==> config.mk <==
export PLATFORM = sky130hd
export DESIGN_NAME = tcsc_regbank
export DESIGN_NICKNAME = d
export VERILOG_FILES = /design/src/tcsc_regbank.v
export VERILOG_INCLUDE_DIRS = /design/src
export SDC_FILE = /design/constraint.sdc
export NUM_CORES = 1
export LEC_CHECK = 0
export ABC_AREA = 1
export BUFFER_PORTS_ARGS = -buffer_cell sky130_fd_sc_hd__buf_2
export CORE_ASPECT_RATIO = 1.75
export CORE_UTILIZATION = 45
export CTS_CLUSTER_DIAMETER = 60
export DETAILED_ROUTE_END_ITERATION = 6
export PLACE_DENSITY_LB_ADDON = 0.12
export SLEW_MARGIN = 20
export SYNTH_ARGS = -nofsm -noshare
export SYNTH_HDL_FRONTEND = slang
export SYNTH_SLANG_ARGS = --single-unit
==> constraint.sdc <==
create_clock -name aclk -period 3.4 [get_ports aclk]
set_clock_uncertainty 0.1 [all_clocks]
set_input_delay 0.17 -clock aclk [delete_from_list [all_inputs] [get_ports aclk]]
set_output_delay 0.17 -clock aclk [all_outputs]
set_load 0.01 [all_outputs]
==> src/tcsc_regs.vh <==
// Register offsets, field positions, reset values and timing counts of the camera status bank
`ifndef TCSC_REGS_VH
`define TCSC_REGS_VH
// =====================================================
// Register indexes (byte address = index * 4)
`define TCSC_IDX_BOARD_HEAT 8'h1c
`define TCSC_IDX_LINCORR_GAIN 8'h1d
`define TCSC_IDX_LINCORR_SHIFT 8'h1e
`define TCSC_IDX_INTERFRAME 8'h1f
`define TCSC_IDX_TARGET_RANGE 8'h20
`define TCSC_IDX_CALIB_PROGRESS 8'h21
`define TCSC_IDX_OP_KEY 8'h22
`define TCSC_IDX_LED_LIMIT 8'h24
`define TCSC_IDX_FOV_H 8'h26
`define TCSC_IDX_FOV_V 8'h27
`define TCSC_IDX_CAPTURE_DELAY 8'h2b
`define TCSC_IDX_BOOT_INFO 8'h2c
`define TCSC_IDX_ILLUM_C 8'h2d
`define TCSC_IDX_APP_FW 8'h2e
`define TCSC_IDX_RANGE_GAIN 8'h2f
`define TCSC_IDX_IRQ_STATUS 8'h60
`define TCSC_IDX_IRQ_MASK 8'h61
// =====================================================
// Reset values
`define TCSC_RST_ZERO 16'h0000
`define TCSC_RST_LED_LIMIT 16'h2328
`define TCSC_RST_BOOT_INFO 16'h4000
`define TCSC_RST_RANGE_GAIN 16'h4000
`define TCSC_SENSOR_ABSENT 16'hffff
// =====================================================
// Keys
`define TCSC_KEY_FLASH 16'h4877
`define TCSC_KEY_TEST 16'h5e6b
// =====================================================
// Calibration status fields and codes
`define TCSC_CAL_ERR_BIT 10
`define TCSC_CAL_NOFPN_BIT 12
`define TCSC_CAL_NOLENS_BIT 13
`define TCSC_CAL_TCOMP_BIT 14
`define TCSC_CAL_IDLE 8'h00
`define TCSC_CAL_DONE 8'ha1
`define TCSC_CAL_GENERIC_ERR 8'hff
`define TCSC_CAL_ERR_MIN 8'hf6
// =====================================================
// Boot counter field
`define TCSC_BOOT_CNT_LSB 14
// =====================================================
// Timing: 1 ms and 0.1 ms at 25 MHz
`define TCSC_CLK_HZ 25000000
`define TCSC_MS_NS 1000000
`define TCSC_TICK_MS_CYC (`TCSC_CLK_HZ / 1000)
`define TCSC_TICK_100US_CYC (`TCSC_CLK_HZ / 10000)
// =====================================================
// Interrupt status bits
`define TCSC_IRQ_CAL_DONE 0
`define TCSC_IRQ_CAL_ERR 1
`define TCSC_IRQ_CAPTURE 2
`define TCSC_IRQ_KEY 3
`define TCSC_IRQ_W 4
`endif

==> src/tcsc_regbank.v <==
// AXI4-Lite register bank for depth camera status and configuration
//
// Added by the designer: the AXI4-Lite slave port.
`timescale 1ns/1ns
`default_nettype none
`include "tcsc_regs.vh"

// Function
// - Board temperature read-only in 0.01 C, all ones when sensor absent.
// - Linearization gain and shift are read/write, reset zero, value x 10000.
// - Interval between last two frames read-only, in 0.1 ms units.
// - Calibration target range in mm, read/write, reset zero.
// - Calibration status low byte reports progress codes 0..20 and 161.
// - Calibration status low byte reports failure codes 246..255.
// - Calibration status bits 10, 12, 13, 14 flag error and missing data.
// - Key register: 0x4877 enables flash ops, 0x5e6b enables tests, reset zero.
// - LED temperature limit read/write in 0.01 C, reset 0x2328.
// - Horizontal and vertical field of view read-only, 0.01 degree.
// - Capture waits programmed milliseconds after any trigger; reset zero.
// - In bootloader mode application version shows flashed application info.
// - Range gain is Q14 fixed point, reset 0x4000 meaning unity.
// - Illumination factor c is cubic linear term scaled by 1/1000.
// - Flash operations require flash key written first.
module tcsc_regbank (
   // Clock and reset
   input wire aclk,
   input wire aresetn,
   // AXI4-Lite write address
   input wire [9:0] s_axi_awaddr,
   input wire s_axi_awvalid,
   output reg s_axi_awready,
   // AXI4-Lite write data
   input wire [31:0] s_axi_wdata,
   input wire [3:0] s_axi_wstrb,
   input wire s_axi_wvalid,
   output reg s_axi_wready,
   // AXI4-Lite write response
   output reg [1:0] s_axi_bresp,
   output reg s_axi_bvalid,
   input wire s_axi_bready,
   // AXI4-Lite read address
   input wire [9:0] s_axi_araddr,
   input wire s_axi_arvalid,
   output reg s_axi_arready,
   // AXI4-Lite read data
   output reg [31:0] s_axi_rdata,
   output reg [1:0] s_axi_rresp,
   output reg s_axi_rvalid,
   input wire s_axi_rready,
   // Live readings from the camera core
   input wire [15:0] board_heat_in,
   input wire board_sensor_present,
   input wire frame_mark,
   input wire [15:0] fov_h_in,
   input wire [15:0] fov_v_in,
   input wire [15:0] flashed_app_info,
   input wire [15:0] running_fw_info,
   input wire bootloader_mode,
   // Calibration engine status
   input wire [7:0] cal_code_in,
   input wire cal_no_fpn,
   input wire cal_no_lens,
   input wire cal_tcomp_err,
   // Boot attempt counter
   input wire boot_attempt,
   input wire boot_count_clear,
   // Trigger and capture
   input wire sw_trigger,
   input wire hw_trigger,
   output reg capture_start,
   // Configuration outputs
   output reg [15:0] lincorr_gain,
   output reg [15:0] lincorr_shift,
   output reg [15:0] target_range_mm,
   output reg [15:0] led_heat_limit,
   output reg [15:0] illum_comp_c,
   output reg [15:0] range_gain_q14,
   output reg flash_ops_enabled,
   output reg test_cmds_enabled,
   // Interrupt
   output reg irq
);

   // =====================================================
   // Pin synchronisers
   reg [15:0] heat_s1_q, heat_s2_q, heat_s3_q, heat_q;
   reg pres_s1_q, pres_s2_q;
   reg [1:0] trig_s1_q, trig_s2_q, trig_s3_q;
   reg frame_s1_q, frame_s2_q, frame_s3_q;
   always @(posedge aclk) begin
      if (!aresetn) begin
         heat_s1_q <= 16'h0000;
         heat_s2_q <= 16'h0000;
         heat_s3_q <= 16'h0000;
         heat_q <= 16'h0000;
         pres_s1_q <= 1'b0;
         pres_s2_q <= 1'b0;
         trig_s1_q <= 2'h0;
         trig_s2_q <= 2'h0;
         trig_s3_q <= 2'h0;
         frame_s1_q <= 1'b0;
         frame_s2_q <= 1'b0;
         frame_s3_q <= 1'b0;
      end else begin
         heat_s1_q <= board_heat_in;
         heat_s2_q <= heat_s1_q;
         heat_s3_q <= heat_s2_q;
         // A word seen twice alike is whole, not torn mid-change
         if (heat_s2_q == heat_s3_q)
            heat_q <= heat_s3_q;
         pres_s1_q <= board_sensor_present;
         pres_s2_q <= pres_s1_q;
         trig_s1_q <= {hw_trigger, sw_trigger};
         trig_s2_q <= trig_s1_q;
         trig_s3_q <= trig_s2_q;
         frame_s1_q <= frame_mark;
         frame_s2_q <= frame_s1_q;
         frame_s3_q <= frame_s2_q;
      end
   end
   wire trig_rise = |(trig_s2_q & ~trig_s3_q);
   wire frame_rise = frame_s2_q & ~frame_s3_q;

   // =====================================================
   // Registers
   reg [15:0] key_q;
   reg [15:0] capture_delay_q;
   reg [15:0] interval_q, interval_cnt_q;
   reg [1:0] boot_cnt_q;
   localparam [15:0] boot_rst_val = `TCSC_RST_BOOT_INFO;
   reg [15:0] cal_q;
   reg [`TCSC_IRQ_W-1:0] irq_stat_q, irq_mask_q;

   // Write channel: address and data latched independently
   reg [7:0] waddr_q;
   reg [31:0] wdata_q;
   reg [3:0] wstrb_q;
   reg aw_have_q, w_have_q;
   wire wr_fire = aw_have_q & w_have_q & ~s_axi_bvalid;
   wire wr_lo = wstrb_q[0];
   wire wr_hi = wstrb_q[1];
   wire [15:0] wr_val;
   reg wr_mapped;

   always @* begin
      case (waddr_q)
         `TCSC_IDX_BOARD_HEAT, `TCSC_IDX_LINCORR_GAIN, `TCSC_IDX_LINCORR_SHIFT,
         `TCSC_IDX_INTERFRAME, `TCSC_IDX_TARGET_RANGE, `TCSC_IDX_CALIB_PROGRESS,
         `TCSC_IDX_OP_KEY, `TCSC_IDX_LED_LIMIT, `TCSC_IDX_FOV_H, `TCSC_IDX_FOV_V,
         `TCSC_IDX_CAPTURE_DELAY, `TCSC_IDX_BOOT_INFO, `TCSC_IDX_ILLUM_C,
         `TCSC_IDX_APP_FW, `TCSC_IDX_RANGE_GAIN, `TCSC_IDX_IRQ_STATUS,
         `TCSC_IDX_IRQ_MASK: wr_mapped = 1'b1;
         default: wr_mapped = 1'b0;
      endcase
   end

   // Merge byte lanes into the old value of a 16-bit register
   function [15:0] merge;
      input [15:0] old;
      input [31:0] nw;
      input lo;
      input hi;
      begin
         merge = {hi ? nw[15:8] : old[15:8], lo ? nw[7:0] : old[7:0]};
      end
   endfunction
   assign wr_val = wdata_q[15:0];

   always @(posedge aclk) begin
      if (!aresetn) begin
         s_axi_awready <= 1'b0;
         s_axi_wready <= 1'b0;
         s_axi_bvalid <= 1'b0;
         s_axi_bresp <= 2'b00;
         aw_have_q <= 1'b0;
         w_have_q <= 1'b0;
         waddr_q <= 8'h00;
         wdata_q <= 32'h00000000;
         wstrb_q <= 4'h0;
      end else begin
         s_axi_awready <= ~aw_have_q & ~s_axi_awready & s_axi_awvalid;
         s_axi_wready <= ~w_have_q & ~s_axi_wready & s_axi_wvalid;
         if (s_axi_awvalid & s_axi_awready) begin
            aw_have_q <= 1'b1;
            waddr_q <= s_axi_awaddr[9:2];
         end
         if (s_axi_wvalid & s_axi_wready) begin
            w_have_q <= 1'b1;
            wdata_q <= s_axi_wdata;
            wstrb_q <= s_axi_wstrb;
         end
         if (wr_fire) begin
            aw_have_q <= 1'b0;
            w_have_q <= 1'b0;
            s_axi_bvalid <= 1'b1;
            s_axi_bresp <= wr_mapped ? 2'b00 : 2'b10;
         end else if (s_axi_bvalid & s_axi_bready) begin
            s_axi_bvalid <= 1'b0;
         end
      end
   end

   // =====================================================
   // Writable registers
   always @(posedge aclk) begin
      if (!aresetn) begin
         lincorr_gain <= `TCSC_RST_ZERO;
         lincorr_shift <= `TCSC_RST_ZERO;
         target_range_mm <= `TCSC_RST_ZERO;
         key_q <= `TCSC_RST_ZERO;
         led_heat_limit <= `TCSC_RST_LED_LIMIT;
         capture_delay_q <= `TCSC_RST_ZERO;
         illum_comp_c <= `TCSC_RST_ZERO;
         range_gain_q14 <= `TCSC_RST_RANGE_GAIN;
         irq_mask_q <= {`TCSC_IRQ_W{1'b0}};
      end else if (wr_fire) begin
         // Read-only indexes have no branch, so writes there fall away
         case (waddr_q)
            `TCSC_IDX_LINCORR_GAIN: lincorr_gain <= merge(lincorr_gain, wdata_q, wr_lo, wr_hi);
            `TCSC_IDX_LINCORR_SHIFT: lincorr_shift <= merge(lincorr_shift, wdata_q, wr_lo, wr_hi);
            `TCSC_IDX_TARGET_RANGE: target_range_mm <= merge(target_range_mm, wdata_q, wr_lo, wr_hi);
            `TCSC_IDX_OP_KEY: key_q <= merge(key_q, wdata_q, wr_lo, wr_hi);
            `TCSC_IDX_LED_LIMIT: led_heat_limit <= merge(led_heat_limit, wdata_q, wr_lo, wr_hi);
            `TCSC_IDX_CAPTURE_DELAY: capture_delay_q <= merge(capture_delay_q, wdata_q, wr_lo, wr_hi);
            `TCSC_IDX_ILLUM_C: illum_comp_c <= merge(illum_comp_c, wdata_q, wr_lo, wr_hi);
            `TCSC_IDX_RANGE_GAIN: range_gain_q14 <= merge(range_gain_q14, wdata_q, wr_lo, wr_hi);
            `TCSC_IDX_IRQ_MASK: if (wr_lo) irq_mask_q <= wr_val[`TCSC_IRQ_W-1:0];
            default: ;
         endcase
      end
   end

   // Key decode: exact values only, anything else disables both
   always @(posedge aclk) begin
      if (!aresetn) begin
         flash_ops_enabled <= 1'b0;
         test_cmds_enabled <= 1'b0;
      end else begin
         flash_ops_enabled <= (key_q == `TCSC_KEY_FLASH);
         test_cmds_enabled <= (key_q == `TCSC_KEY_TEST);
      end
   end

   // =====================================================
   // Frame interval in 0.1 ms; saturates rather than wrapping
   reg [15:0] tick100_q;
   wire tick100 = (tick100_q == `TCSC_TICK_100US_CYC - 1);
   always @(posedge aclk) begin
      if (!aresetn) begin
         tick100_q <= 16'h0000;
         interval_cnt_q <= 16'h0000;
         interval_q <= 16'h0000;
      end else begin
         tick100_q <= (tick100 | frame_rise) ? 16'h0000 : tick100_q + 16'h0001;
         if (frame_rise) begin
            interval_q <= interval_cnt_q;
            interval_cnt_q <= 16'h0000;
         end else if (tick100 && interval_cnt_q != 16'hffff) begin
            interval_cnt_q <= interval_cnt_q + 16'h0001;
         end
      end
   end

   // =====================================================
   // Trigger delay: a trigger during a pending delay restarts it
   reg [15:0] ms_tick_q;
   reg [15:0] delay_left_q;
   reg delay_busy_q;
   wire ms_tick = (ms_tick_q == `TCSC_TICK_MS_CYC - 1);
   always @(posedge aclk) begin
      if (!aresetn) begin
         ms_tick_q <= 16'h0000;
         delay_left_q <= 16'h0000;
         delay_busy_q <= 1'b0;
         capture_start <= 1'b0;
      end else begin
         capture_start <= 1'b0;
         ms_tick_q <= (ms_tick | trig_rise) ? 16'h0000 : ms_tick_q + 16'h0001;
         if (trig_rise) begin
            if (capture_delay_q == 16'h0000) begin
               capture_start <= 1'b1;
               delay_busy_q <= 1'b0;
            end else begin
               delay_left_q <= capture_delay_q;
               delay_busy_q <= 1'b1;
            end
         end else if (delay_busy_q && ms_tick) begin
            if (delay_left_q == 16'h0001) begin
               capture_start <= 1'b1;
               delay_busy_q <= 1'b0;
            end
            delay_left_q <= delay_left_q - 16'h0001;
         end
      end
   end

   // =====================================================
   // Calibration status and boot counter
   wire cal_is_err = (cal_code_in >= `TCSC_CAL_ERR_MIN);
   always @(posedge aclk) begin
      if (!aresetn) begin
         cal_q <= `TCSC_RST_ZERO;
         boot_cnt_q <= boot_rst_val[`TCSC_BOOT_CNT_LSB+1:`TCSC_BOOT_CNT_LSB];
      end else begin
         cal_q[7:0] <= cal_code_in;
         cal_q[`TCSC_CAL_ERR_BIT] <= cal_is_err;
         cal_q[`TCSC_CAL_NOFPN_BIT] <= cal_no_fpn;
         cal_q[`TCSC_CAL_NOLENS_BIT] <= cal_no_lens;
         cal_q[`TCSC_CAL_TCOMP_BIT] <= cal_tcomp_err;
         if (boot_count_clear)
            boot_cnt_q <= 2'b00;
         else if (boot_attempt && boot_cnt_q != 2'b11)
            boot_cnt_q <= boot_cnt_q + 2'b01;
      end
   end

   // =====================================================
   // Interrupts: set wins over write-one-to-clear
   reg [7:0] cal_prev_q;
   wire [`TCSC_IRQ_W-1:0] irq_set;
   assign irq_set[`TCSC_IRQ_CAL_DONE] = (cal_q[7:0] == `TCSC_CAL_DONE) &&
                                        (cal_prev_q != `TCSC_CAL_DONE);
   assign irq_set[`TCSC_IRQ_CAL_ERR] = cal_q[`TCSC_CAL_ERR_BIT] && (cal_prev_q < `TCSC_CAL_ERR_MIN);
   assign irq_set[`TCSC_IRQ_CAPTURE] = capture_start;
   assign irq_set[`TCSC_IRQ_KEY] = wr_fire && (waddr_q == `TCSC_IDX_OP_KEY);
   wire irq_clr = wr_fire && (waddr_q == `TCSC_IDX_IRQ_STATUS) && wr_lo;
   always @(posedge aclk) begin
      if (!aresetn) begin
         cal_prev_q <= `TCSC_CAL_IDLE;
         irq_stat_q <= {`TCSC_IRQ_W{1'b0}};
         irq <= 1'b0;
      end else begin
         cal_prev_q <= cal_q[7:0];
         irq_stat_q <= (irq_stat_q & ~(irq_clr ? wr_val[`TCSC_IRQ_W-1:0] : {`TCSC_IRQ_W{1'b0}}))
                       | irq_set;
         irq <= |(irq_stat_q & irq_mask_q);
      end
   end

   // =====================================================
   // Read channel: one-cycle decode, SLVERR on unmapped
   reg [15:0] rd_val;
   reg rd_ok;
   wire [7:0] raddr = s_axi_araddr[9:2];
   always @* begin
      rd_ok = 1'b1;
      case (raddr)
         `TCSC_IDX_BOARD_HEAT: rd_val = pres_s2_q ? heat_q : `TCSC_SENSOR_ABSENT;
         `TCSC_IDX_LINCORR_GAIN: rd_val = lincorr_gain;
         `TCSC_IDX_LINCORR_SHIFT: rd_val = lincorr_shift;
         `TCSC_IDX_INTERFRAME: rd_val = interval_q;
         `TCSC_IDX_TARGET_RANGE: rd_val = target_range_mm;
         `TCSC_IDX_CALIB_PROGRESS: rd_val = cal_q;
         `TCSC_IDX_OP_KEY: rd_val = key_q;
         `TCSC_IDX_LED_LIMIT: rd_val = led_heat_limit;
         `TCSC_IDX_FOV_H: rd_val = fov_h_in;
         `TCSC_IDX_FOV_V: rd_val = fov_v_in;
         `TCSC_IDX_CAPTURE_DELAY: rd_val = capture_delay_q;
         `TCSC_IDX_BOOT_INFO: rd_val = {boot_cnt_q, 14'h0000};
         `TCSC_IDX_ILLUM_C: rd_val = illum_comp_c;
         `TCSC_IDX_APP_FW: rd_val = bootloader_mode ? flashed_app_info : running_fw_info;
         `TCSC_IDX_RANGE_GAIN: rd_val = range_gain_q14;
         `TCSC_IDX_IRQ_STATUS: rd_val = {12'h000, irq_stat_q};
         `TCSC_IDX_IRQ_MASK: rd_val = {12'h000, irq_mask_q};
         default: begin
            rd_val = 16'h0000;
            rd_ok = 1'b0;
         end
      endcase
   end

   always @(posedge aclk) begin
      if (!aresetn) begin
         s_axi_arready <= 1'b0;
         s_axi_rvalid <= 1'b0;
         s_axi_rdata <= 32'h00000000;
         s_axi_rresp <= 2'b00;
      end else begin
         s_axi_arready <= ~s_axi_arready & ~s_axi_rvalid & s_axi_arvalid;
         if (s_axi_arvalid & s_axi_arready) begin
            s_axi_rvalid <= 1'b1;
            s_axi_rdata <= {16'h0000, rd_val};
            s_axi_rresp <= rd_ok ? 2'b00 : 2'b10;
         end else if (s_axi_rvalid & s_axi_rready) begin
            s_axi_rvalid <= 1'b0;
         end
      end
   end

endmodule
`default_nettype wire

==> Yosys cells after proc, flatten, opt, wreduce, memory -nomap -nowiden <==
Cells that the tools add are included.
{ "totals": {"ff_bits": 371, "out_inout_bits": 141} }
{ "op_classes": {"n_addsub": 5, "n_lt_le_gt_ge": 2, "n_eq_ne": 45, "n_mux": 25, "bitwise": 31, "n_reduce_logical": 42} }
{ "ops": {"columns": ["cell", "n"], "rows": [
  ["16-bit case mux with 17 select lines", 1],
  ["8-bit by 6-bit equality test with 1-bit output, second input constant", 22],
  ["16-bit 2-to-1 mux", 5],
  ["8-bit by 5-bit equality test with 1-bit output, second input constant", 8],
  ["3-bit AND reduction", 17],
  ["16-bit by 1-bit adder with 16-bit output, second input constant", 3],
  ["16-bit by 15-bit equality test with 1-bit output, second input constant", 3],
  ["17-bit OR reduction", 2],
  ["8-bit by 7-bit equality test with 1-bit output, second input constant", 4],
  ["16-bit by 1-bit equality test with 1-bit output, second input constant", 1],
  ["16-bit by 12-bit equality test with 1-bit output, second input constant", 1],
  ["16-bit equality test", 1],
  ["16-bit zero test", 1],
  ["1-bit 2-to-1 mux", 16],
  ["16-bit != test, second input constant", 1],
  ["16-bit by 1-bit subtractor with 16-bit output, second input constant", 1],
  ["1-bit AND", 14],
  ["2-bit OR reduction", 6],
  ["2-bit nonzero test", 5],
  ["1-bit NOT", 9],
  ["4-bit AND", 2],
  ["8-bit equality test, second input constant", 1],
  ["8-bit greater-or-equal comparator, second input constant", 1],
  ["1-bit logical AND", 8],
  ["13 further kinds", 17]
]} }

==> Longest topological paths before layout <==
Gate-level depths: netlist (run 1).
{ "logic_depth": {"word_depth": 8, "ltp_mapped": 12, "ltp_nobuf": 12} }

==> Worst setup path after synthesis (run 1) <==
No wires, ideal clock.
{ "synth_timing": {"path_kind": "register to register", "start": "reg tick100_q[0]", "end": "reg interval_cnt_q[8]", "t_arrival_ns": 1.445, "path_slack_ns": 1.729, "path_stages_with_launch": 9, "synth_period_minus_slack_ns": 1.671, "path_cell_list": "dfxtp_1 ha_1 nand3_1 nor2_1 nand2_1 nor2_2 nand2_1 o21ai_0 a21oi_1"} }
{ "synth_between": {"elab_chain_len": 2} }
{ "synth_rtl": {"columns": ["item", "line", "text"], "rows": [
  ["start, declared", "tcsc_regbank.v:246", "reg [15:0] tick100_q;"],
  ["start signal, assigned", "tcsc_regbank.v:254", "tick100_q <= (tick100 | frame_rise) ? 16'h0000 : tick100_q + 16'h0001;"],
  ["16-bit by 12-bit equality test with 1-bit output", "tcsc_regbank.v:247", "wire tick100 = (tick100_q == `TCSC_TICK_100US_CYC - 1);"],
  ["1-bit logical AND", "tcsc_regbank.v:258", "end else if (tick100 && interval_cnt_q != 16'hffff) begin"],
  ["end signal, assigned", "tcsc_regbank.v:259", "interval_cnt_q <= interval_cnt_q + 16'h0001;"],
  ["end, declared", "tcsc_regbank.v:128", "reg [15:0] interval_q, interval_cnt_q;"]
]} }
No other way between the ends.
A chain may end at the register's enable or synchronous reset.

==> Worst setup path in the final report (run 1) <==
{ "layout_timing": {"start": "reg waddr_q[7]", "end": "reg key_q[15]"} }
{ "layout_between": {"elab_chain_len": 2} }
{ "layout_rtl": {"columns": ["item", "line", "text"], "rows": [
  ["start, declared", "tcsc_regbank.v:135", "reg [7:0] waddr_q;"],
  ["start signal, assigned", "tcsc_regbank.v:185", "waddr_q <= s_axi_awaddr[9:2];"],
  ["8-bit by 6-bit equality test with 1-bit output", "tcsc_regbank.v:218", "case (waddr_q)"],
  ["3-bit AND reduction (no line)", null, null],
  ["end signal, assigned", "tcsc_regbank.v:210", "key_q <= `TCSC_RST_ZERO;"],
  ["end signal, assigned", "tcsc_regbank.v:222", "`TCSC_IDX_OP_KEY: key_q <= merge(key_q, wdata_q, wr_lo, wr_hi);"],
  ["end, declared", "tcsc_regbank.v:126", "reg [15:0] key_q;"]
]} }
No other way between the ends.

==> qor.yml, run 1 <==
worst_setup_path:
  crit_end: "key_q[15]"
  crit_fanout: 16
  critPathArrivalTime_ns: 2.63
  reg2reg_slack_ns: 1.14
  startpoint_type: "register"
  rr_worst_depth: 7
  path_class: "register to register"
  cp.required_ns: 3.77
  cp-startpoint: "waddr_q[7]"
  rr_endpoint: "key_q[15]"
  r2r_start: "waddr_q[7]"
  critPathCaptureType: "register"
synth:
  yosys_register_bits: 369
  yosys-top-cells-area: "dfxtp_1 (45%), nand2_1 (11%), o21ai_0 (6.6%)"
  synth_seq_area_share: 0.4520
  ys_warn_count: 0
  yosys.area.top_type_share: 0.4520
  syn_avg_cell_area_um2: 7.063
  synth_cells: 2314
  ys.flop_type: "dfxtp_1"
  synth.distinct_cells: 42
  synth_edf_count: 0
  netlist_area_um2: 16340
  async_flop_share: 0
  synth_top_area_cell: "dfxtp_1"
drt:
  wire_per_inst_um: 19.26
  drtAntennaViolNets: 0
  num_vias: 16480
  wl_um: 59860
  via_per_inst: 5.301
  drt_iter0_drc: 1074
  first_pass_iters: 5
  drc_errors: 0
power:
  p_sw_w: 0.002228
  p_per_area_nw_per_um2: 464.3
  p_total_w: 0.009228
  peakVddDrop_v: 0.0005109
  clkPwrFrac: 0.451
  p_int_w: 0.007000
  p_leak_nw: 9.021
  pwr-share-seq: 0.484
  switching_share: 0.2414
  combPwrFrac: 0.064
min_path:
  hold_class: "input port to register"
  whs_path_depth: 3
timing:
  period_needed_ns: 2.257
  period_share: 0.6640
  setup_viol: 0
  slew_headroom: 0.3680
  max_freq_ghz: 0.4430
  hold_viol: 0
  setup_tns_ns: 0
  setup_slack_ns: 1.143
  tightest_slew_ns: 0.9446
  drv_slew: 0
  rsz0062_at_grt: "no"
  holdWs_ns: 0.03304
die:
  die_area_um2: 37120
  start_util: 0.4551
  num_rows: 92
  coreArea_um2: 35910
  die_y_um: 254.1
  fp.dieW_um: 146.1
  ios: 302
global_route:
  busiest_layer: "met2"
  antenna_found_initial: 2
  met2_usage: 0.5859
  grt_util_met1: 0.3314
  grt_max_degree: 122
  overflow: 0
  grt_use_total: 0.3187
  grt_pass1_vias: 15720
  met3_usage: 0.05063
  grt_pass1_wl_um: 89060
layout:
  syn_to_final_growth_pct: 21.60
  fillers: 3619
  mostFrequentLayoutCells: "nand2_1 (472), dfxtp_1 (369), nor2_1 (270)"
  finalNetCount: 2778
  drive_gt1_frac: 0.1464
  layout_commonest_cell: "nand2_1"
place:
  io_buffers: 261
  place_ws_ns: 0.9863
  finalWeightedCongestion: 0.9780
  dp_hpwl_um: 44500
clocking:
  numCtsBuffers: 37
  post-cts-setup-buffer-count: 0
  cts_max_level: 2
  cts_root_buf: "clkbuf_16"
  clk_path_buf_depth: 3
  clk_pin_slew_ns: 0.06
  cts.sinks: 369
  cts_tree: "built"
  clk_latency_ns: 0.54
outcome:
  outcome: "finished clean"
job:
  drv_cap: 0
stage by stage:
step           cells  instance area, um2  utilization
5_1_grt         3108               19870       0.5534
4_1_cts         3107               19870       0.5533
3_3_place_gp    2977               18010       0.5014
2_1_floorplan   2331               16410            -
6_report        3108               19870       0.5534
3_5_place_dp    2977               18010       0.5014
critical path, stage by stage (launching register included):
cell and delay, ns:
dfxtp_1 0.34, nor2_1 0.16, nand3_1 0.15, inv_1 0.18, nand3_1 0.19, nor2_1 0.74
o21ai_0 0.17, a21oi_1 0.15
Yosys cell counts (3+ instances only):
| cell | count |
|---|---|
| xor2_1 | 13 |
| clkinv_1 | 12 |
| nor4_1 | 5 |
| o21ai_0 | 216 |
| xnor2_1 | 14 |
| nor3b_1 | 5 |
| nor3_1 | 47 |
| nand3_1 | 170 |
| inv_1 | 245 |
| o211ai_1 | 11 |
| nand4_1 | 42 |
| dfxtp_1 | 369 |
| inv_2 | 4 |
| buf_2 | 19 |
| nor2_1 | 271 |
| a21oi_1 | 191 |
| or2_2 | 14 |
| nor2_2 | 14 |
| clkbuf_1 | 65 |
| and3_1 | 3 |
| nand2_1 | 472 |
| buf_4 | 30 |
| ha_1 | 6 |
| a211oi_1 | 49 |
worst min path at each step:
stage                     startpoint            endpoint  slack, ns
finish                       aresetn  capture_delay_q[0]       0.03
detailed placement    cal_code_in[0]            cal_q[0]       0.25
floorplan           boot_count_clear       boot_cnt_q[1]       0.15
global placement          frame_mark          frame_s1_q       0.25
CTS                          aresetn          frame_s1_q       0.07
global route                 aresetn        heat_s2_q[3]       0.12
cell type report:
| cell class | instances | area (um2) | area share |
|---|---|---|---|
| tap | 470 | 588.1 | 0.02959 |
| multi-input combinational | 1587 | 7485 | 0.3766 |
| sequential | 369 | 7387 | 0.3717 |
| antenna | 1 | 2.502 | 0.0001259 |
| clock buffer | 52 | 1032 | 0.05194 |
| clock inverter | 13 | 181.4 | 0.009129 |
| timing repair buffer | 355 | 2218 | 0.1116 |
| inverter | 261 | 979.7 | 0.04929 |
per-layer routing:
metal | wire length (um) | up-vias
met4 | 4137 | 2
met3 | 3740 | 174
li1 | - | 8137
met2 | 30660 | 615
met5 | 12 | -
met1 | 21310 | 7547
power groups by stage:
stage	logic, W	registers (W)	clock network, W
2_1_floorplan	0.000318	0.00455	0
3_3_place_gp	0.000522	0.00456	0
3_5_place_dp	0.000527	0.00457	0
4_1_cts	0.000586	0.00447	0.00422
5_1_grt	0.000652	0.00448	0.00439
6_report	0.000591	0.00447	0.00417
cell families (layout without fill, tap and decap cells):
logic type	after synthesis	after routing	synth area share
simple gates	1055	1055	0.2757
buf+inv	375	681	0.09446
fa+ha+maj	6	6	0.004593
xor+xnor	27	27	0.01447
compound gates	481	481	0.1586
flops	369	369	0.4520
other cells	1	19	0.0002294
timing repair:
item	CTS	global route
setup endpoints to repair	0	0
hold buffers	65	0
hold endpoints to repair	65	0
gates resized for setup	0	0
Note: power is estimated with default switching activity, not from simulation.
==> run 2: changes to the inputs <==
==> constraint.sdc (replaced) <==
create_clock -name aclk -period 2 [get_ports aclk]
set_clock_uncertainty 0.1 [all_clocks]
set_input_delay 0.1 -clock aclk [delete_from_list [all_inputs] [get_ports aclk]]
set_output_delay 0.1 -clock aclk [all_outputs]
set_load 0.01 [all_outputs]
==> qor.yml, run 2 (same netlist as run 1, synthesis figures left out) <==
outcome:
  outcome: "finished clean"
job:
  drv_cap: 0
layout:
  finalNetCount: 2885
  layout_commonest_cell: "nand2_1"
  n_antenna_cell: 0
  drive_gt1_frac: 0.1811
  syn_to_final_growth_pct: 28.24
  mostFrequentLayoutCells: "nand2_1 (470), dfxtp_1 (368), nor2_1 (265)"
  instances_no_fill: 3214
clocking:
  cts_tree: "built"
  clk_latency_ns: 0.55
  clk_path_buf_depth: 3
  cts.sinks: 369
  cts_root_buf: "clkbuf_16"
  numCtsBuffers: 37
  clk_pin_slew_ns: 0.06
  cts_max_level: 2
drt:
  via_per_inst: 5.272
  drtAntennaViolNets: 0
  wl_met1_um: 21920
  first_pass_iters: 7
  drt_iter0_drc: 1053
  drc_errors: 0
  wl_met2_um: 31330
  wl_met3_um: 3837
  num_vias: 16950
  wire_per_inst_um: 19.47
  wl_um: 62580
  highest_layer: "met4"
power:
  combPwrFrac: 0.069
  p_per_area_nw_per_um2: 760.8
  p_leak_nw: 9.626
  p_total_w: 0.01595
  switching_share: 0.2392
  pwr-share-seq: 0.476
  p_int_w: 0.01213
  p_sw_w: 0.003815
  clkPwrFrac: 0.454
  peakVddDrop_v: 0.0007642
worst_setup_path:
  startpoint_type: "register"
  critPathArrivalTime_ns: 2.28
  cp.required_ns: 2.33
  path_class: "register to register"
  crit_fanout: 7
  critPathCaptureType: "register"
timing:
  drv_slew: 0
  setup_viol: 0
  tightest_slew_ns: 0.6827
  period_share: 0.9732
  slew_headroom: 0.5432
  rsz0062_at_grt: "yes"
  setup_tns_ns: 0
  period_needed_ns: 1.946
  max_freq_ghz: 0.5138
  hold_viol: 0
place:
  finalWeightedCongestion: 1.041
  io_buffers: 261
  placed_cells: 3065
  dp_hpwl_um: 47450
global_route:
  grt_use_total: 0.3336
  antenna_found_initial: 0
  grt_pass1_wl_um: 93230
  grt_max_degree: 108
  grt_pass1_vias: 16400
  overflow: 0
die:
  die_area_um2: 37120
  num_rows: 92
  start_util: 0.4551
  fp.dieW_um: 146.1
  ios: 302
  coreArea_um2: 35910
  die_y_um: 254.1
min_path:
  hold_class: "input port to register"
-- run 2: cell type report --
class                   instances  area (um2)
clock buffers                  51        1079
clock inverters                14       182.7
repair buffers                462        3193
inverters                     261       979.7
fillers                      3546       14950
flip-flops and latches        369        7388
well taps                     470       588.1
multi-input cells            1587        7550
-- run 2: power groups by stage --
stage | Sequential (W) | Combinational [W] | Clock [W]
after floorplan | 0.00773 | 0.000540 | 0
after global placement | 0.00776 | 0.000939 | 0
after detailed placement | 0.00776 | 0.000953 | 0
after CTS | 0.00760 | 0.00108 | 0.00735
after global routing | 0.00761 | 0.00121 | 0.00764
final | 0.00760 | 0.00110 | 0.00725
-- run 2: path summary, 6_finish.rpt --
check / start / to / slack [ns] / cells past startpoint
max reg2reg: ms_tick_q[1] / delay_left_q[0] / 0.05 / 9
max: ms_tick_q[1] / delay_left_q[0] / 0.05 / 9
min reg2reg: heat_s1_q[4] / heat_s2_q[4] / 0.31 / 2
min: fov_v_in[6] / s_axi_rdata[6] / 0.02 / 7
-- run 2: through the flow --
step / hold slack, ns / setup WS, ns / cell area [um2] / util
floorplan: 0.07825 / 0.3285 / 16410 / -
global placement: 0.1797 / 0.01810 / 18770 / 0.5226
detailed placement: 0.1827 / 0.007379 / 18770 / 0.5226
CTS: 0.01367 / 0.02669 / 20850 / 0.5805
global route: 0.05839 / -0.01089 / 20960 / 0.5836
finish: 0.02234 / 0.05366 / 20960 / 0.5836
-- run 2: worst max-delay path, cell delays in order (launching register included) --
cell and delay (ns):
dfxtp_1 0.34, ha_2 0.20, nand3_1 0.10, nor2_2 0.13
nand4_1 0.28, nand2_2 0.21, clkinv_1 0.09, buf_4 0.17
o21ai_0 0.16, a21oi_1 0.06
-- run 2: layer usage --
metal	track usage	up-vias
met5	0	-
met4	0.2708	0
met3	0.05368	211
met2	0.5999	646
met1	0.3422	7742
li1	-	8346
-- run 2: timing repair --
item | in CTS | in global routing
buffers inserted | 0 | 2
endpoints found under the setup margin | 0 | 80
hold buffers | 82 | 0
endpoints found under the hold margin | 100 | 0
gates resized for setup | 0 | 24
==> run 3: changes to the inputs <==
--- a/config.mk
+++ b/config.mk
@@ -9,7 +9,7 @@
 export ABC_AREA = 1
 export BUFFER_PORTS_ARGS = -buffer_cell sky130_fd_sc_hd__buf_2
 export CORE_ASPECT_RATIO = 1.75
-export CORE_UTILIZATION = 45
+export CORE_UTILIZATION = 50
 export CTS_CLUSTER_DIAMETER = 60
 export DETAILED_ROUTE_END_ITERATION = 6
 export PLACE_DENSITY_LB_ADDON = 0.12
==> constraint.sdc (replaced) <==
create_clock -name aclk -period 2 [get_ports aclk]
set_clock_uncertainty 0.1 [all_clocks]
set_input_delay 0.4 -clock aclk [delete_from_list [all_inputs] [get_ports aclk]]
set_output_delay 0.4 -clock aclk [all_outputs]
set_load 0.01 [all_outputs]
==> qor.yml, run 3 (same netlist as run 1, synthesis figures left out) <==
min_path:
  hp-start: "s_axi_awaddr[8]"
  hold_class: "input port to register"
global_route:
  grt_use_total: 0.3540
  grt_max_degree: 146
  antenna_found_initial: 0
  overflow: 0
  grt_pass1_wl_um: 89060
  grt_pass1_vias: 15910
timing:
  tightest_slew_ns: 0.7713
  drv_slew: 0
  setup_slack_ns: 0.04531
  period_share: 0.9773
  period_needed_ns: 1.955
  max_freq_ghz: 0.5116
  setup_viol: 0
  hold_viol: 0
  rsz0062_at_grt: "yes"
  slew_headroom: 0.4852
drt:
  wl_um: 60070
  num_vias: 16860
  drtAntennaViolNets: 0
  drc_errors: 24
  first_pass_iters: 7
  via_per_inst: 5.419
  wire_per_inst_um: 19.31
  drt_iter0_drc: 1229
power:
  peakVddDrop_v: 0.0008167
  clkPwrFrac: 0.442
  p_per_area_nw_per_um2: 756.7
  p_total_w: 0.01546
  p_int_w: 0.01166
  combPwrFrac: 0.067
  switching_share: 0.2458
  p_leak_nw: 9.463
  pwr-share-seq: 0.492
  p_sw_w: 0.003800
layout:
  finalNetCount: 2852
  n_antenna_cell: 0
  syn_to_final_growth_pct: 24.99
  mostFrequentLayoutCells: "nand2_1 (471), dfxtp_1 (369), nor2_1 (268)"
  drive_gt1_frac: 0.1859
  fillers: 3022
  utilization: 0.6340
  instances_no_fill: 3111
  layout_commonest_cell: "nand2_1"
outcome:
  violations: "design-rule violations"
  outcome: "complete, but fails checks"
worst_setup_path:
  rr_worst_depth: 10
  reg2reg_slack_ns: 0.05
  r2r_start: "capture_delay_q[10]"
  crit_end: "delay_left_q[11]"
  cp.required_ns: 2.38
  critPathCaptureType: "register"
  critPathArrivalTime_ns: 2.33
  crit_fanout: 22
  rr_endpoint: "delay_left_q[11]"
  cp-startpoint: "capture_delay_q[10]"
  startpoint_type: "register"
  path_class: "register to register"
die:
  start_util: 0.5073
  die_y_um: 241.2
  num_rows: 87
  ios: 302
  die_area_um2: 33440
  fp.dieW_um: 138.7
  coreArea_um2: 32220
place:
  io_buffers: 261
  finalWeightedCongestion: 1.063
  dp_hpwl_um: 45420
  place_ws_ns: -0.2657
  placed_cells: 3012
clocking:
  cts_tree: "built"
  cts_max_level: 2
  clk_pin_slew_ns: 0.07
  clk_path_buf_depth: 3
  numCtsBuffers: 36
  clk_latency_ns: 0.55
  cts.sinks: 369
  cts_root_buf: "clkbuf_16"
  post-cts-setup-buffer-count: 0
job:
  drv_cap: 0
run 3: changes by cell type in the layout (fill, tap and decap cells not counted), moves of 2 or more:
cell           delta
buf_12            +2
buf_4            +14
bufinv_16         -2
clkbuf_8          -3
clkinv_2          +3
clkinv_4          +3
dlygate4sd3_1    -47
nand3_1           +2
nand3_2           -2
nor2_1            +3
nor2_2            -2
nor3_2            +2
run 3: area by class of cell:
class                      instances  area (um2)  share of cell area
timing repair buffer             430        2856              0.1398
clock inverter                    17       167.7            0.008207
multi-input combinational       1587        7526              0.3684
clock buffer                      47        1012             0.04955
sequential                       369        7387              0.3616
inverter                         261       979.7             0.04795
tap                              400       500.5             0.02450
run 3: how the worst min path moves through the flow:
stage / slack (ns) / cells past startpoint / endpoint
final: 0.02 / 3 / waddr_q[6]
after global routing: 0.02 / 3 / waddr_q[6]
after CTS: 0.007 / 3 / waddr_q[5]
after detailed placement: 0.30 / 2 / heat_s2_q[10]
after global placement: 0.30 / 2 / heat_s2_q[15]
after floorplan: 0.29 / 2 / frame_s2_q
run 3: timing repair:
action,CTS,global route
resized for setup,0,10
hold buffers,35,0
setup endpoints to repair,0,14
endpoints found under the hold margin,37,0
run 3: power by group through the flow:
stage | sequential, W | combinational (W) | clock, W
floorplan | 0.00773 | 0.000540 | 0
global placement | 0.00776 | 0.000946 | 0
detailed placement | 0.00776 | 0.000958 | 0
CTS | 0.00760 | 0.00101 | 0.00694
global route | 0.00761 | 0.00113 | 0.00719
finish | 0.00760 | 0.00103 | 0.00683
run 3: metal layers:
layer,part of all wire,vias to the layer above,GRT usage
li1,-,8270,-
met1,0.36,7594,0.3730
met2,0.48,744,0.6205
met3,0.065,250,0.05476
met4,0.094,0,0.3094
met5,0,-,0
run 3: per-stage QoR:
step	hold WS [ns]	TNS, ns	area (um2)
finish	0.01874	0	20430
global route	0.02462	-0.0007825	20430
CTS	0.006643	0	20390
detailed placement	0.2995	-2.171	18860
global placement	0.2966	-1.784	18860
floorplan	0.2905	0	16410
run 3: worst max-delay path, cell delays in order (launching register included):
cell	delay, ns
dfxtp_1	0.31
nor2_1	0.27
nand3_1	0.30
nor2_1	0.19
nand2_1	0.09
nand2_1	0.06
nand2_1	0.07
buf_4	0.22
o21ai_0	0.10
nand2_1	0.06
a21oi_1	0.13
